File: src/pfdc_map.svh
/*
  Register offsets, field positions and reset values of the feedback
  divider and crystal oscillator control block, as `define macros.
  Assumes it is included by its bare name, before the package.
*/
`ifndef PFDC_MAP_SVH
`define PFDC_MAP_SVH

`define PFDC_DW 36
`define PFDC_AW 8
`define PFDC_OFS_REF_CTRL 8'h02
`define PFDC_OFS_REF_BUF 8'h03
`define PFDC_OFS_XTAL_A 8'h04
`define PFDC_OFS_PLL1_DIV 8'h06
`define PFDC_OFS_PLL1_CTRL 8'h07
`define PFDC_OFS_PLL2_DIV 8'h08
`define PFDC_OFS_PLL2_CTRL 8'h09
`define PFDC_OFS_XTAL_B 8'h0A
`define PFDC_OFS_PLL1_DEN 8'h10
`define PFDC_OFS_PLL2_DEN 8'h11

`define PFDC_ORDER_HI 31
`define PFDC_ORDER_LO 29
`define PFDC_PHSEL_HI 27
`define PFDC_PHSEL_LO 26
`define PFDC_DIVRST_BIT 14
`define PFDC_RATIONAL_BIT 2
`define PFDC_WHOLE_HI 35
`define PFDC_WHOLE_LO 28
`define PFDC_FRAC_HI 27

`define PFDC_PICK1_EN_BIT 4
`define PFDC_PICK1_BIT 5
`define PFDC_PICK2_EN_BIT 6
`define PFDC_PICK2_BIT 7
`define PFDC_XTAL_A_FORCE_BIT 26
`define PFDC_XTAL_TRIM_BIT 15
`define PFDC_XTAL_CAP_HI 14
`define PFDC_XTAL_CAP_LO 12
`define PFDC_XTAL_A_GAIN_LO 8
`define PFDC_XTAL_B_GAIN_LO 9
`define PFDC_XTAL_B_FORCE_BIT 8

`define PFDC_CTRL_RST 32'h0000_0000
`define PFDC_DIV_RST 36'h0_0000_0000
`define PFDC_CFG16_RST 16'h0000
`define PFDC_REF_CTRL_RST 24'h00_0000
`define PFDC_NUM_STAGES 4
`define PFDC_RES_W 28

`endif

File: src/pfdc_pkg.sv
/*
  Types shared by the feedback divider control block and its modulator.
  Assumes pfdc_map.svh is on the include path.
*/
`include "pfdc_map.svh"
package pfdc_pkg;

  // Operating mode of one feedback divider, one-hot
  typedef enum logic [2:0] {
    PFDC_MODE_INT = 3'b001,
    PFDC_MODE_FRAC = 3'b010,
    PFDC_MODE_RAT = 3'b100
  } pfdc_mode_type;

  // Everything the modulator needs for one loop
  typedef struct packed {
    logic [2:0] order;
    logic [1:0] phase_sel;
    logic rational;
    logic [7:0] whole;
    logic [27:0] frac;
    logic [15:0] denominator;
  } pfdc_pll_cfg_type;

  // Analog settings of one crystal amplifier
  typedef struct packed {
    logic low_freq_trim;
    logic [2:0] load_cap_sel;
    logic [2:0] amp_gain;
  } pfdc_xtal_cfg_type;

endpackage : pfdc_pkg

File: src/pfdc_mod_stage.sv
/*
  One modulus accumulator stage of the noise-shaping modulator.
  Assumes the caller keeps x below m and m non-zero while enabled.
*/
`timescale 1ns/100ps
module pfdc_mod_stage (
  input wire logic clk,
  input wire logic rst_n,
  input wire logic clr,
  input wire logic en,
  input wire logic [27:0] x,
  input wire logic [28:0] m,
  output logic [27:0] acc_r,
  output logic carry
);

  logic [28:0] sum;
  logic [28:0] wrapped;

  // Overflow past the modulus is the carry fed to the output sum
  always_comb begin
    sum = {1'b0, acc_r} + {1'b0, x};
    wrapped = sum - m;
    carry = en && (sum >= m);
  end

  // Disabled stages hold zero so a later enable starts clean
  always_ff @(posedge clk or negedge rst_n) begin
    if (!rst_n) begin
      acc_r <= 28'h000_0000;
    end else if (clr || !en) begin
      acc_r <= 28'h000_0000;
    end else if (carry) begin
      acc_r <= wrapped[27:0];
    end else begin
      acc_r <= sum[27:0];
    end
  end

endmodule : pfdc_mod_stage

File: src/pfdc_modulator.sv
/*
  Cascaded noise-shaping modulator for one feedback divider.
  Emits a divide value in eighths each reference cycle.
  Assumes cfg is stable between register writes.
*/
`include "pfdc_map.svh"
`timescale 1ns/100ps
module pfdc_modulator
  import pfdc_pkg::*;
(
  input wire logic clk,
  input wire logic rst_n,
  input wire logic div_rst,
  input wire pfdc_pll_cfg_type cfg,
  output logic [8:0] whole_r,
  output logic [2:0] phase_r
);

  logic run;
  logic [2:0] upper8;
  logic [27:0] x0;
  logic [28:0] modulus;
  logic [27:0] acc [`PFDC_NUM_STAGES];
  logic [`PFDC_NUM_STAGES-1:0] c;
  logic [`PFDC_NUM_STAGES-1:0] cd1_r;
  logic [`PFDC_NUM_STAGES-1:0] cd2_r;
  logic [`PFDC_NUM_STAGES-1:0] cd3_r;
  logic signed [6:0] y;
  logic signed [13:0] total8;

  // Residue and modulus: 2^(25+S) for fractional, C over D for rational
  always_comb begin
    run = (cfg.order != 3'h0);
    upper8 = (cfg.phase_sel == 2'h3) ? 3'h0
      : (cfg.frac[27:25] & (3'h7 << cfg.phase_sel));
    if (cfg.rational) begin
      x0 = {12'h000, cfg.frac[24:9]};
      modulus = {13'h0000, cfg.denominator};
      run = run && (cfg.denominator != 16'h0000);
    end else begin
      modulus = 29'h0000_0001 << (5'd25 + {3'h0, cfg.phase_sel});
      x0 = cfg.frac & (modulus[27:0] - 28'h000_0001);
    end
  end

  // Stage i runs only when the selected order reaches it
  genvar gi;
  generate
    for (gi = 0; gi < `PFDC_NUM_STAGES; gi++) begin : g_stage
      pfdc_mod_stage u_stage (
        .clk(clk),
        .rst_n(rst_n),
        .clr(div_rst),
        .en(run && (gi < cfg.order)),
        .x((gi == 0) ? x0 : acc[(gi == 0) ? 0 : gi-1]),
        .m(modulus),
        .acc_r(acc[gi]),
        .carry(c[gi])
      );
    end
  endgenerate

  // Carry history for the difference terms
  always_ff @(posedge clk or negedge rst_n) begin
    if (!rst_n) begin
      cd1_r <= 4'h0;
      cd2_r <= 4'h0;
      cd3_r <= 4'h0;
    end else if (div_rst) begin
      cd1_r <= 4'h0;
      cd2_r <= 4'h0;
      cd3_r <= 4'h0;
    end else begin
      cd1_r <= c;
      cd2_r <= cd1_r;
      cd3_r <= cd2_r;
    end
  end

  // Higher stages add zero-mean terms, so the average stays the ratio
  always_comb begin
    y = $signed({6'h00, c[0]})
      + $signed({6'h00, c[1]}) - $signed({6'h00, cd1_r[1]})
      + $signed({6'h00, c[2]}) - $signed({5'h00, cd1_r[2], 1'b0}) + $signed({6'h00, cd2_r[2]})
      + $signed({6'h00, c[3]}) - $signed({5'h00, cd1_r[3], cd1_r[3]})
      - $signed({6'h00, cd1_r[3]}) + $signed({5'h00, cd2_r[3], cd2_r[3]})
      + $signed({6'h00, cd2_r[3]}) - $signed({6'h00, cd3_r[3]});
    total8 = $signed({3'h0, cfg.whole, 3'h0}) + $signed({11'h000, upper8})
      + ($signed({{7{y[6]}}, y}) <<< cfg.phase_sel);
  end

  // Negative excursions near a zero whole part are held at zero
  always_ff @(posedge clk or negedge rst_n) begin
    if (!rst_n) begin
      whole_r <= 9'h000;
      phase_r <= 3'h0;
    end else if (total8[13]) begin
      whole_r <= 9'h000;
      phase_r <= 3'h0;
    end else begin
      whole_r <= total8[11:3];
      phase_r <= total8[2:0];
    end
  end

endmodule : pfdc_modulator

File: src/pfdc_ctrl.sv
/*
  Feedback divider and crystal oscillator control for two PLLs.
  Holds the register file, derives modes, reference picks and
  crystal power, and runs one modulator per PLL.
  Assumes the register port is driven from logic on REF_CLK.
*/
`include "pfdc_map.svh"
`timescale 1ns/100ps
module pfdc_ctrl
  import pfdc_pkg::*;
(
  input wire logic REF_CLK,
  input wire logic RSTN,
  input wire logic REG_WR,
  input wire logic [`PFDC_AW-1:0] REG_ADDR,
  input wire logic [`PFDC_DW-1:0] REG_WDATA,
  output logic [`PFDC_DW-1:0] REG_RDATA,
  output logic [8:0] PLL1_FB_WHOLE,
  output logic [2:0] PLL1_FB_PHASE,
  output logic [8:0] PLL2_FB_WHOLE,
  output logic [2:0] PLL2_FB_PHASE,
  output pfdc_mode_type PLL1_MODE,
  output pfdc_mode_type PLL2_MODE,
  output logic PLL1_REF_B,
  output logic PLL2_REF_B,
  output logic PLL1_DIV_RST,
  output logic PLL2_DIV_RST,
  output logic OSC_A_ON,
  output logic OSC_B_ON,
  output pfdc_xtal_cfg_type XTAL_A_CFG,
  output pfdc_xtal_cfg_type XTAL_B_CFG
);

  // Register file
  logic [23:0] ref_ctrl_r;
  logic [31:0] ref_buf_r;
  logic [15:0] crystal_a_and_output_format_cfg_r;
  logic [15:0] crystal_b_and_sync_cfg_r;
  logic [35:0] pll1_div_r;
  logic [35:0] pll2_div_r;
  logic [31:0] pll1_ctrl_r;
  logic [31:0] pll2_ctrl_r;
  logic [15:0] pll1_den_r;
  logic [15:0] pll2_den_r;

  // Divider reset strobes and decoded write enables
  logic pll1_rst_nxt;
  logic pll2_rst_nxt;
  logic pll1_rst_r;
  logic pll2_rst_r;
  logic wr_ref_ctrl;
  logic wr_ref_buf;
  logic wr_xtal_a;
  logic wr_xtal_b;
  logic wr_pll1_div;
  logic wr_pll2_div;
  logic wr_pll1_ctrl;
  logic wr_pll2_ctrl;
  logic wr_pll1_den;
  logic wr_pll2_den;

  // Derived configuration
  pfdc_pll_cfg_type pll1_cfg;
  pfdc_pll_cfg_type pll2_cfg;
  pfdc_mode_type pll1_mode_nxt;
  pfdc_mode_type pll2_mode_nxt;
  logic pll1_ref_b_nxt;
  logic pll2_ref_b_nxt;
  logic osc_a_on_nxt;
  logic osc_b_on_nxt;
  logic reference_buffer_out_b;
  logic [`PFDC_DW-1:0] rdata_nxt;
  logic [8:0] m1_whole;
  logic [2:0] m1_phase;
  logic [8:0] m2_whole;
  logic [2:0] m2_phase;

  // Address decode; unmapped writes are dropped
  always_comb begin
    wr_ref_ctrl = REG_WR && (REG_ADDR == `PFDC_OFS_REF_CTRL);
    wr_ref_buf = REG_WR && (REG_ADDR == `PFDC_OFS_REF_BUF);
    wr_xtal_a = REG_WR && (REG_ADDR == `PFDC_OFS_XTAL_A);
    wr_xtal_b = REG_WR && (REG_ADDR == `PFDC_OFS_XTAL_B);
    wr_pll1_div = REG_WR && (REG_ADDR == `PFDC_OFS_PLL1_DIV);
    wr_pll2_div = REG_WR && (REG_ADDR == `PFDC_OFS_PLL2_DIV);
    wr_pll1_ctrl = REG_WR && (REG_ADDR == `PFDC_OFS_PLL1_CTRL);
    wr_pll2_ctrl = REG_WR && (REG_ADDR == `PFDC_OFS_PLL2_CTRL);
    wr_pll1_den = REG_WR && (REG_ADDR == `PFDC_OFS_PLL1_DEN);
    wr_pll2_den = REG_WR && (REG_ADDR == `PFDC_OFS_PLL2_DEN);
  end

  // Reference control and buffer registers
  always_ff @(posedge REF_CLK or negedge RSTN) begin
    if (!RSTN) begin
      ref_ctrl_r <= `PFDC_REF_CTRL_RST;
      ref_buf_r <= `PFDC_CTRL_RST;
    end else begin
      if (wr_ref_ctrl) begin
        ref_ctrl_r <= REG_WDATA[23:0];
      end
      if (wr_ref_buf) begin
        ref_buf_r <= REG_WDATA[31:0];
      end
    end
  end

  // Crystal configuration registers; output mode and sync bits only stored
  always_ff @(posedge REF_CLK or negedge RSTN) begin
    if (!RSTN) begin
      crystal_a_and_output_format_cfg_r <= `PFDC_CFG16_RST;
      crystal_b_and_sync_cfg_r <= `PFDC_CFG16_RST;
    end else begin
      if (wr_xtal_a) begin
        crystal_a_and_output_format_cfg_r <= REG_WDATA[15:0];
      end
      if (wr_xtal_b) begin
        crystal_b_and_sync_cfg_r <= REG_WDATA[15:0];
      end
    end
  end

  // Divider value registers, whole part above the fraction
  always_ff @(posedge REF_CLK or negedge RSTN) begin
    if (!RSTN) begin
      pll1_div_r <= `PFDC_DIV_RST;
      pll2_div_r <= `PFDC_DIV_RST;
    end else begin
      if (wr_pll1_div) begin
        pll1_div_r <= REG_WDATA;
      end
      if (wr_pll2_div) begin
        pll2_div_r <= REG_WDATA;
      end
    end
  end

  // Loop control registers; the divider reset bit never stores
  always_ff @(posedge REF_CLK or negedge RSTN) begin
    if (!RSTN) begin
      pll1_ctrl_r <= `PFDC_CTRL_RST;
      pll2_ctrl_r <= `PFDC_CTRL_RST;
    end else begin
      if (wr_pll1_ctrl) begin
        pll1_ctrl_r <= REG_WDATA[31:0] & ~(32'h0000_0001 << `PFDC_DIVRST_BIT);
      end
      if (wr_pll2_ctrl) begin
        pll2_ctrl_r <= REG_WDATA[31:0] & ~(32'h0000_0001 << `PFDC_DIVRST_BIT);
      end
    end
  end

  // Rational modulus registers
  always_ff @(posedge REF_CLK or negedge RSTN) begin
    if (!RSTN) begin
      pll1_den_r <= `PFDC_CFG16_RST;
      pll2_den_r <= `PFDC_CFG16_RST;
    end else begin
      if (wr_pll1_den) begin
        pll1_den_r <= REG_WDATA[15:0];
      end
      if (wr_pll2_den) begin
        pll2_den_r <= REG_WDATA[15:0];
      end
    end
  end

  // A one written to bit 14 gives a single-cycle divider reset
  always_comb begin
    pll1_rst_nxt = wr_pll1_ctrl && REG_WDATA[`PFDC_DIVRST_BIT];
    pll2_rst_nxt = wr_pll2_ctrl && REG_WDATA[`PFDC_DIVRST_BIT];
  end

  always_ff @(posedge REF_CLK or negedge RSTN) begin
    if (!RSTN) begin
      pll1_rst_r <= 1'b0;
      pll2_rst_r <= 1'b0;
    end else begin
      pll1_rst_r <= pll1_rst_nxt;
      pll2_rst_r <= pll2_rst_nxt;
    end
  end

  // Pack the modulator settings of each loop
  always_comb begin
    pll1_cfg.order = pll1_ctrl_r[`PFDC_ORDER_HI:`PFDC_ORDER_LO];
    pll1_cfg.phase_sel = pll1_ctrl_r[`PFDC_PHSEL_HI:`PFDC_PHSEL_LO];
    pll1_cfg.rational = pll1_ctrl_r[`PFDC_RATIONAL_BIT];
    pll1_cfg.whole = pll1_div_r[`PFDC_WHOLE_HI:`PFDC_WHOLE_LO];
    pll1_cfg.frac = pll1_div_r[`PFDC_FRAC_HI:0];
    pll1_cfg.denominator = pll1_den_r;
    pll2_cfg.order = pll2_ctrl_r[`PFDC_ORDER_HI:`PFDC_ORDER_LO];
    pll2_cfg.phase_sel = pll2_ctrl_r[`PFDC_PHSEL_HI:`PFDC_PHSEL_LO];
    pll2_cfg.rational = pll2_ctrl_r[`PFDC_RATIONAL_BIT];
    pll2_cfg.whole = pll2_div_r[`PFDC_WHOLE_HI:`PFDC_WHOLE_LO];
    pll2_cfg.frac = pll2_div_r[`PFDC_FRAC_HI:0];
    pll2_cfg.denominator = pll2_den_r;
  end

  // Order zero is integer whatever the fraction holds; rational needs order
  always_comb begin
    if (pll1_cfg.order == 3'h0) begin
      pll1_mode_nxt = PFDC_MODE_INT;
    end else if (pll1_cfg.rational) begin
      pll1_mode_nxt = PFDC_MODE_RAT;
    end else begin
      pll1_mode_nxt = PFDC_MODE_FRAC;
    end
    if (pll2_cfg.order == 3'h0) begin
      pll2_mode_nxt = PFDC_MODE_INT;
    end else if (pll2_cfg.rational) begin
      pll2_mode_nxt = PFDC_MODE_RAT;
    end else begin
      pll2_mode_nxt = PFDC_MODE_FRAC;
    end
  end

  // Reference picks: second reference only with its enable bit set
  always_comb begin
    pll1_ref_b_nxt = ref_ctrl_r[`PFDC_PICK1_EN_BIT] && ref_ctrl_r[`PFDC_PICK1_BIT];
    pll2_ref_b_nxt = ref_ctrl_r[`PFDC_PICK2_EN_BIT] && ref_ctrl_r[`PFDC_PICK2_BIT];
    reference_buffer_out_b = ref_buf_r[27];
  end

  // Crystal power follows use; force bits pre-warm a crystal, B's only while a pick bit is set
  always_comb begin
    osc_a_on_nxt = !pll1_ref_b_nxt || !pll2_ref_b_nxt || !reference_buffer_out_b
      || ref_buf_r[`PFDC_XTAL_A_FORCE_BIT];
    osc_b_on_nxt = pll1_ref_b_nxt || pll2_ref_b_nxt || reference_buffer_out_b;
    if (crystal_b_and_sync_cfg_r[`PFDC_XTAL_B_FORCE_BIT]
        && (ref_ctrl_r[`PFDC_PICK1_BIT] || ref_ctrl_r[`PFDC_PICK2_BIT])) begin
      osc_b_on_nxt = 1'b1;
    end
  end

  // One modulator per loop, cleared by its divider reset
  pfdc_modulator u_mod1 (
    .clk(REF_CLK),
    .rst_n(RSTN),
    .div_rst(pll1_rst_r),
    .cfg(pll1_cfg),
    .whole_r(m1_whole),
    .phase_r(m1_phase)
  );

  pfdc_modulator u_mod2 (
    .clk(REF_CLK),
    .rst_n(RSTN),
    .div_rst(pll2_rst_r),
    .cfg(pll2_cfg),
    .whole_r(m2_whole),
    .phase_r(m2_phase)
  );

  // Divider outputs retimed so every port leaves a flop
  always_ff @(posedge REF_CLK or negedge RSTN) begin
    if (!RSTN) begin
      PLL1_FB_WHOLE <= 9'h000;
      PLL1_FB_PHASE <= 3'h0;
      PLL2_FB_WHOLE <= 9'h000;
      PLL2_FB_PHASE <= 3'h0;
      PLL1_DIV_RST <= 1'b0;
      PLL2_DIV_RST <= 1'b0;
    end else begin
      PLL1_FB_WHOLE <= m1_whole;
      PLL1_FB_PHASE <= m1_phase;
      PLL2_FB_WHOLE <= m2_whole;
      PLL2_FB_PHASE <= m2_phase;
      PLL1_DIV_RST <= pll1_rst_r;
      PLL2_DIV_RST <= pll2_rst_r;
    end
  end

  // Mode and reference outputs
  always_ff @(posedge REF_CLK or negedge RSTN) begin
    if (!RSTN) begin
      PLL1_MODE <= PFDC_MODE_INT;
      PLL2_MODE <= PFDC_MODE_INT;
      PLL1_REF_B <= 1'b0;
      PLL2_REF_B <= 1'b0;
    end else begin
      PLL1_MODE <= pll1_mode_nxt;
      PLL2_MODE <= pll2_mode_nxt;
      PLL1_REF_B <= pll1_ref_b_nxt;
      PLL2_REF_B <= pll2_ref_b_nxt;
    end
  end

  // Crystal amplifier controls
  always_ff @(posedge REF_CLK or negedge RSTN) begin
    if (!RSTN) begin
      OSC_A_ON <= 1'b0;
      OSC_B_ON <= 1'b0;
      XTAL_A_CFG <= '0;
      XTAL_B_CFG <= '0;
    end else begin
      OSC_A_ON <= osc_a_on_nxt;
      OSC_B_ON <= osc_b_on_nxt;
      XTAL_A_CFG.low_freq_trim <= crystal_a_and_output_format_cfg_r[`PFDC_XTAL_TRIM_BIT];
      XTAL_A_CFG.load_cap_sel <=
        crystal_a_and_output_format_cfg_r[`PFDC_XTAL_CAP_HI:`PFDC_XTAL_CAP_LO];
      XTAL_A_CFG.amp_gain <=
        crystal_a_and_output_format_cfg_r[`PFDC_XTAL_A_GAIN_LO+:3];
      XTAL_B_CFG.low_freq_trim <= crystal_b_and_sync_cfg_r[`PFDC_XTAL_TRIM_BIT];
      XTAL_B_CFG.load_cap_sel <=
        crystal_b_and_sync_cfg_r[`PFDC_XTAL_CAP_HI:`PFDC_XTAL_CAP_LO];
      XTAL_B_CFG.amp_gain <= crystal_b_and_sync_cfg_r[`PFDC_XTAL_B_GAIN_LO+:3];
    end
  end

  // Read mux; unmapped addresses and absent upper bits read zero
  always_comb begin
    case (REG_ADDR)
      `PFDC_OFS_REF_CTRL: rdata_nxt = {12'h000, ref_ctrl_r};
      `PFDC_OFS_REF_BUF: rdata_nxt = {4'h0, ref_buf_r};
      `PFDC_OFS_XTAL_A: rdata_nxt = {20'h0_0000, crystal_a_and_output_format_cfg_r};
      `PFDC_OFS_PLL1_DIV: rdata_nxt = pll1_div_r;
      `PFDC_OFS_PLL1_CTRL: rdata_nxt = {4'h0, pll1_ctrl_r};
      `PFDC_OFS_PLL2_DIV: rdata_nxt = pll2_div_r;
      `PFDC_OFS_PLL2_CTRL: rdata_nxt = {4'h0, pll2_ctrl_r};
      `PFDC_OFS_XTAL_B: rdata_nxt = {20'h0_0000, crystal_b_and_sync_cfg_r};
      `PFDC_OFS_PLL1_DEN: rdata_nxt = {20'h0_0000, pll1_den_r};
      `PFDC_OFS_PLL2_DEN: rdata_nxt = {20'h0_0000, pll2_den_r};
      default: rdata_nxt = 36'h0_0000_0000;
    endcase
  end

  // Read data is registered, one cycle behind the address
  always_ff @(posedge REF_CLK or negedge RSTN) begin
    if (!RSTN) begin
      REG_RDATA <= 36'h0_0000_0000;
    end else begin
      REG_RDATA <= rdata_nxt;
    end
  end

endmodule : pfdc_ctrl

File: config.mk
export PLATFORM = sky130hd
export DESIGN_NAME = pfdc_ctrl
export DESIGN_NICKNAME = d
export VERILOG_FILES = /design/src/pfdc_pkg.sv /design/src/pfdc_mod_stage.sv /design/src/pfdc_modulator.sv /design/src/pfdc_ctrl.sv
export VERILOG_INCLUDE_DIRS = /design/src
export SDC_FILE = /design/constraint.sdc
export NUM_CORES = 2
export LEC_CHECK = 0
export BUFFER_PORTS_ARGS = -buffer_cell sky130_fd_sc_hd__clkbuf_2
export CAP_MARGIN = 25
export CORE_UTILIZATION = 38
export CTS_BUF_LIST = sky130_fd_sc_hd__clkbuf_8
export DETAILED_ROUTE_END_ITERATION = 7
export GPL_TIMING_DRIVEN = 1
export PLACE_DENSITY = 0.56
export SYNTH_ARGS = -nofsm -noshare
export SYNTH_HDL_FRONTEND = slang
export SYNTH_SLANG_ARGS = --single-unit
File: constraint.sdc
create_clock -name REF_CLK -period 9.75 [get_ports REF_CLK]
set_input_delay 0.975 -clock REF_CLK [delete_from_list [all_inputs] [get_ports REF_CLK]]
set_output_delay 0.975 -clock REF_CLK [all_outputs]
set_load 0.02 [all_outputs]
Word level (Yosys, flattened, before mapping). Cells that the tools add are included.

$add $sub $neg: 46. Order comparisons: 16. Eq/ne operators: 12. Shifts and indexed selects: 6. Mux-type cells: 40. Bitwise logic cells: 4. Reduce and logical (&&, ||, !) cells: 64.

Operators by type and width (number): $mux W28 (18); $pmux W36 S10 (1); $add A28 B28 Y29 (8); $ge A29 B29 Y1 (8); $sub A28 B28 Y28 (8); $mux W29 (2); $shl A1 B5 Y29 const A (2); $add A7 B2 Y7 (8); $and A28 B28 Y28 (2); $sub A28 B1 Y28 const B (2); $sub A7 B2 Y7 (6); $logic_and A1 B1 Y1 (33); $reduce_bool A16 Y1 (2); $add A14 B14 Y14 (2); $sshl A7 B2 Y14 (2); $sub A7 B3 Y7 (4); $add A11 B3 Y12 (2); $eq A8 B3 Y1 const B (3); $eq A8 B4 Y1 const B (3); $mux W3 (8); $mux W4 (6); $mux W9 (2); $eq A8 B2 Y1 const B (2); $eq A8 B5 Y1 const B (2); 13 further kinds (52).

Register bits after elaboration: 614. Output and inout bits: 86. Word-level logic and storage cells: 237.

Depth between registers and ports, before layout.
Word-level depth: 22. Gate-level depth with buffers: 50.

By module. A second synthesis with hierarchy kept.

Cells, all modules: 5735. Area, all modules: 51635.8 um2.

By module, submodules not included: pfdc_mod_stage (u_mod1.g_stage[0].u_stage ...) (times used 5, cells each 540, area each 4174.0 um2, sequential area each 700.7 um2); pfdc_ctrl (times used 1, cells each 912, area each 13725.7 um2, sequential area each 8560.7 um2); pfdc_mod_stage (u_mod1.g_stage[2].u_stage) (times used 1, cells each 550, area each 4414.2 um2, sequential area each 700.7 um2); pfdc_mod_stage (u_mod1.g_stage[1].u_stage) (times used 1, cells each 533, area each 4181.5 um2, sequential area each 700.7 um2); pfdc_mod_stage (u_mod2.g_stage[3].u_stage) (times used 1, cells each 551, area each 4152.7 um2, sequential area each 700.7 um2); pfdc_modulator (u_mod1) (times used 1, cells each 246, area each 2163.3 um2, sequential area each 450.4 um2); pfdc_modulator (u_mod2) (times used 1, cells each 243, area each 2128.3 um2, sequential area each 450.4 um2).

Least setup slack after synthesis. OpenSTA, ideal clock, no wires.

Path type: register to register. Start point: register pll1_ctrl_r[2]. End point: register u_mod1.phase_r[2]. Library setup time: 0.132 ns. Arrival: 10.186 ns. Required time: 9.618 ns. Setup slack: -0.568 ns. Cell stages (with the launch flop): 47. Buffers on the path: 5. Clock period less this slack: 10.318 ns. Cell sequence: dfrtp_1 > clkbuf_1 > buf_1 > mux2_2 > ha_1 > clkbuf_1 > a21o_1 > a21oi_1 > nor2_1 > or3_1 > o21a_1 > o41ai_1 > o21ai_0 > a21o_1 > a21oi_1 > nor2b_1 > o21ai_0 > nand2b_1 > [11 not listed] > inv_1 > fa_1 > inv_1 > fa_1 > a211oi_1 > a21oi_1 > ha_1 > a21oi_1 > o21ai_0 > a21oi_1 > o21bai_1 > a21oi_1 > o21bai_1 > a21o_1 > a21oi_1 > and2_1 > clkbuf_1 > nor2_1.

Cells in the longest elaborated chain, start to end: 18. Elaborated cells between the ends (all ways): 30. Those cells by class: add/sub: 13; order compare: 4; shift: 1; mux: 4; reduce/logical: 8.

RTL lines: start, declared (RTL line pfdc_ctrl.sv:41) `logic [31:0] pll1_ctrl_r;`; start signal, assigned (RTL line pfdc_ctrl.sv:140) `` pll1_ctrl_r <= `PFDC_CTRL_RST; ``; start signal, assigned (RTL line pfdc_ctrl.sv:144) `` pll1_ctrl_r <= REG_WDATA[31:0] & ~(32'h0000_0001 << `PFDC_DIVRST_BIT); ``; $mux W28 (RTL line pfdc_modulator.sv:36) `if (cfg.rational) begin`; $add A28 B28 Y29 (RTL line pfdc_mod_stage.sv:22) `sum = {1'b0, acc_r} + {1'b0, x};`; $ge A29 B29 Y1 (RTL line pfdc_mod_stage.sv:24) `carry = en && (sum >= m);`; $logic_and A1 B1 Y1 (RTL line pfdc_mod_stage.sv:24); $add A1 B1 Y2 (RTL line pfdc_modulator.sv:83) `+ $signed({6'h00, c[1]}) - $signed({6'h00, cd1_r[1]})`; $sub A7 B2 Y7 (RTL line pfdc_modulator.sv:83); $add A7 B2 Y7 (RTL line pfdc_modulator.sv:84) `+ $signed({6'h00, c[2]}) - $signed({5'h00, cd1_r[2], 1'b0}) + $signed({6'h00, cd2_r[2]})`; $sub A7 B3 Y7 (RTL line pfdc_modulator.sv:84); [2 not listed]; $sub A7 B3 Y7 (*) (RTL line pfdc_modulator.sv:85) `+ $signed({6'h00, c[3]}) - $signed({5'h00, cd1_r[3], cd1_r[3]})`; $sub A7 B2 Y7 (*) (RTL line pfdc_modulator.sv:86) `- $signed({6'h00, cd1_r[3]}) + $signed({5'h00, cd2_r[3], cd2_r[3]})`; $add A7 B3 Y7 (*) (RTL line pfdc_modulator.sv:86); $add A7 B2 Y7 (*) (RTL line pfdc_modulator.sv:87) `+ $signed({6'h00, cd2_r[3]}) - $signed({6'h00, cd3_r[3]});`; $sub A7 B2 Y7 (*) (RTL line pfdc_modulator.sv:87); $sshl A7 B2 Y14 (*) (RTL line pfdc_modulator.sv:89) `+ ($signed({{7{y[6]}}, y}) <<< cfg.phase_sel);`; $add A14 B14 Y14 (*) (RTL line pfdc_modulator.sv:89); $mux W3 (*) (RTL line pfdc_modulator.sv:97) `end else if (total8[13]) begin`; end signal, assigned (RTL line pfdc_modulator.sv:102) `phase_r <= total8[2:0];`; end, declared (RTL line pfdc_modulator.sv:16) `output logic [2:0] phase_r`.

Every way passes the cells marked *; elsewhere a longest branch is shown, timed or not. A chain may end at the register's enable or synchronous reset.

Worst setup path after layout.
Start point: register pll1_ctrl_r[2]. End point: register u_mod1.whole_r[2].

Cells in the longest elaborated chain, start to end: 18. Elaborated cells between the ends (all ways): 30. Those cells by class: add/sub: 13; order compare: 4; shift: 1; mux: 4; reduce/logical: 8.

RTL lines: $mux W28 (RTL line pfdc_modulator.sv:36); $add A28 B28 Y29 (RTL line pfdc_mod_stage.sv:22); $ge A29 B29 Y1 (RTL line pfdc_mod_stage.sv:24); $logic_and A1 B1 Y1 (RTL line pfdc_mod_stage.sv:24); $add A1 B1 Y2 (RTL line pfdc_modulator.sv:83); $sub A7 B2 Y7 (RTL line pfdc_modulator.sv:83); $add A7 B2 Y7 (RTL line pfdc_modulator.sv:84); $sub A7 B3 Y7 (RTL line pfdc_modulator.sv:84); [2 not listed]; $sub A7 B3 Y7 (*) (RTL line pfdc_modulator.sv:85); $sub A7 B2 Y7 (*) (RTL line pfdc_modulator.sv:86); $add A7 B3 Y7 (*) (RTL line pfdc_modulator.sv:86); $add A7 B2 Y7 (*) (RTL line pfdc_modulator.sv:87); $sub A7 B2 Y7 (*) (RTL line pfdc_modulator.sv:87); $sshl A7 B2 Y14 (*) (RTL line pfdc_modulator.sv:89); $add A14 B14 Y14 (*) (RTL line pfdc_modulator.sv:89); $mux W9 (*) (RTL line pfdc_modulator.sv:97); end signal, assigned (RTL line pfdc_modulator.sv:101) `whole_r <= total8[11:3];`; end, declared (RTL line pfdc_modulator.sv:15) `output logic [8:0] whole_r,`.

Marks and branches as above.

==> impl_metrics.ini <==
[timing]
min_period_ns = 9.50
maxSlewHeadroom = 0.272
max_freq_mhz = 105
fin_worst_skew_ns = 0.0728
hold_viol = 0
setup_viol = 0
holdWs_ns = 0.109
rsz0062_at_grt = yes
fin_setup_tns_ns = 0
finalCritPeriodShare = 0.975
worstMarginPinSlew_ns = 1.09
maxSlewViolCount = 0

[floorplanning]
rows = 126
fp.dieH_um = 349
io_pins = 133
die-width_um = 349
fp.dieArea_um2 = 122000
core-area_um2 = 119000
initial_core_util = 0.385

[final_layout]
fill_cells = 11600
fin_nets = 5819
utilization = 0.447
area_growth_pct = 16.0
drive_above_1_share = 0.197

[global_routing]
overflow = 0
grt_usage = 0.244
grt_pass1_vias = 38400
grt_max_degree = 170
grt_first_pass_wirelength_mm = 229
antenna_found_initial = 14

[worst_setup_path]
critPathLaunchType = flip-flop
critPathKind = flip-flop to flip-flop
arrival_ns = 10.17
slowest_delay_ns = 0.48
cp.required_ns = 10.41
cp_top_family = compound AO/OA/AOI/OAI gates
path_buf_inv = 5
end_kind = flip-flop
cp_slowest_cell = fa_2
cp_max_fo = 7

[clock_tree]
worstSkewPairLatency_ns = 0.83
cts.reportedPaths.clkPinSlew_ns = 0.06
numCtsBuffers = 115
hold_buffers = 0
cts_sinks = 602
cts_tree = yes
h-tree-depth = 3
clock-root-buffer = clkbuf_8
clk_path_buf_depth = 3

[yosys]
synth_top_area_frac = 0.328
yosysTopAreaCell = dfrtp_1
yosysMostFrequentCell = dfrtp_1
syn_inst = 4981
syn_area_per_cell_um2 = 9.18
synth_commonest_cells = 600 x dfrtp_1, 449 x nor2_1, 436 x ha_1
synth-main-ff-cell = dfrtp_1
postSynth.asyncResetShare = 1.00
seq_area_frac_synth = 0.329
netlist_area_um2 = 45800
ys_top_cells_by_area = dfrtp_1 33%, ha_1 12%, mux2_2 7.1%
synth-edff-count = 0
synth_cell_types = 99
synth-seq-cells = 602
yosysWarnings = 0

[drt]
dr_wl_met2_mm = 68.4
dr_wl_met3_mm = 8.18
top_layer = met5
num_vias = 39400
detail_route.wirelength_mm = 151
post_drt_via_cell_ratio = 5.64
drt-initial-drc-count = 2988
ant_nets = 0
m1WireLength_mm = 69.2
wl_per_cell_um = 21.7
drt_first_pass_iters = 7
route.detailed.drc = 0

[job]
cap_violations = 0

[place]
place_congestion = 0.923
place_hpwl_mm = 116
io_buffers = 132

[pwr]
p_leak_nw = 25.9
ir_drop_uv = 124
power_density_nw_per_um2 = 121

[worst_hold_path]
hp-class = primary input to asynchronous set/reset pin

[run_status]
status = completed
[power by group]
part | switching [mW] | total [mW] | internal, mW
registers | 0.0807 | 2.67 | 2.59
logic | 0.676 | 1.14 | 0.467
clock network | 1.18 | 2.58 | 1.40
total | 1.94 | 6.40 | 4.46
[area by class of cell]
class                           instances  area, µm²  area share
Multi-Input combinational cell       4040      30400       0.573
Sequential cell                       602      15100       0.284
Timing Repair Buffer                  369       2620      0.0493
Tap cell                             1600       2000      0.0377
Clock buffer                          145       2000      0.0376
Inverter                              176        661      0.0124
Clock inverter                         53        328     0.00618
Antenna cell                            3       7.51    0.000141
[worst paths after layout]
kind	from	end	slack, ns	cells after the start
setup / recovery	pll1_ctrl_r[2]	u_mod1.whole_r[2]	0.25	44
hold / removal	RSTN	u_mod1.g_stage[2].u_stage.acc_r[5]	0.11	1
setup reg to reg	pll1_ctrl_r[2]	u_mod1.whole_r[2]	0.25	44
hold reg to reg	u_mod2.phase_r[1]	PLL2_FB_PHASE[1]	0.34	0
max in group asynchronous	RSTN	pll2_div_r[26]	8.15	2
min in group REF_CLK	u_mod2.phase_r[1]	PLL2_FB_PHASE[1]	0.34	0
[state kept, by name, summed over array words and instances (netlist names), 7 cells and up]
signal and cells:
u_mod1.g_stage.u_stage.acc_r 112, u_mod2.g_stage.u_stage.acc_r 112, REG_RDATA 36, pll1_div_r 36
pll2_div_r 36, ref_buf_r 32, pll1_ctrl_r 31, pll2_ctrl_r 31
ref_ctrl_r 24, crystal_a_and_output_format_cfg_r 16, crystal_b_and_sync_cfg_r 16, pll1_den_r 16
pll2_den_r 16, PLL1_FB_WHOLE 9, PLL2_FB_WHOLE 9, u_mod1.whole_r 9
u_mod2.whole_r 9, XTAL_A_CFG 7, XTAL_B_CFG 7
[cell usage in the layout (no fill, tap or decap), types with 55 or more instances in the layout]
cell type,netlist,layout
buf_4,1,219
mux2_2,287,284
dfrtp_1,600,598
o21a_1,61,60
o21ai_0,212,184
or3_1,56,55
clkbuf_2,0,131
ha_1,436,411
nor2b_1,88,84
a21oi_1,379,349
inv_1,173,206
nand2_1,372,367
clkbuf_8,0,145
nor3_1,101,95
xor2_1,120,117
nand2b_1,61,59
nand3_1,120,119
mux2i_1,100,98
nor2_1,449,439
a21o_1,175,175
xnor2_1,207,201
[repair_timing]
item / in CTS / in global routing
pin swaps: 1 / 104
cloned: 0 / 1
setup endpoints to repair: 22 / 24
buffers inserted: 1 / 31
resized for setup: 9 / 211
[metrics by stage]
stage	setup WS, ns	total power [mW]	instance area (µm²)	instances
floorplan	0.00550	3.40	45800	4988
global placement	0.0300	3.81	49400	6750
detailed placement	-0.123	3.82	49400	6751
CTS	0.00531	6.44	51800	6950
global route	-0.122	6.70	53100	6988
finish	0.245	6.40	53100	6988
[per-layer routing]
metal  vias up  GRT usage
li1      18900          -
met1     19200      0.332
met2      1038      0.390
met3       268     0.0388
met4        12     0.0847
met5         -          0
[worst register-to-register path: cells and delay by family (launching register included)]
family                   cells  cell delay, ns
AO/OA/AOI/OAI               19            3.35
adder cells (fa/ha/maj)     10            3.19
AND/OR/NAND/NOR              8            1.48
buffers and inverters        5            0.51
flip-flops                   1            0.44
multiplexers                 1            0.31
XOR/XNOR                     1            0.10
[cell families (layout without fill, tap and decap cells)]
group / Yosys count / after routing / synth area share
mux: 388 / 388 / 0.0928
simple gates: 1539 / 1539 / 0.164
flops: 602 / 602 / 0.329
buf+inv: 346 / 743 / 0.0292
fa+ha+maj: 468 / 468 / 0.133
other cells: 1 / 11 / 0.0000820
compound gates: 1310 / 1310 / 0.189
xor+xnor: 327 / 327 / 0.0626
Power figures use the tool's default switching activity.
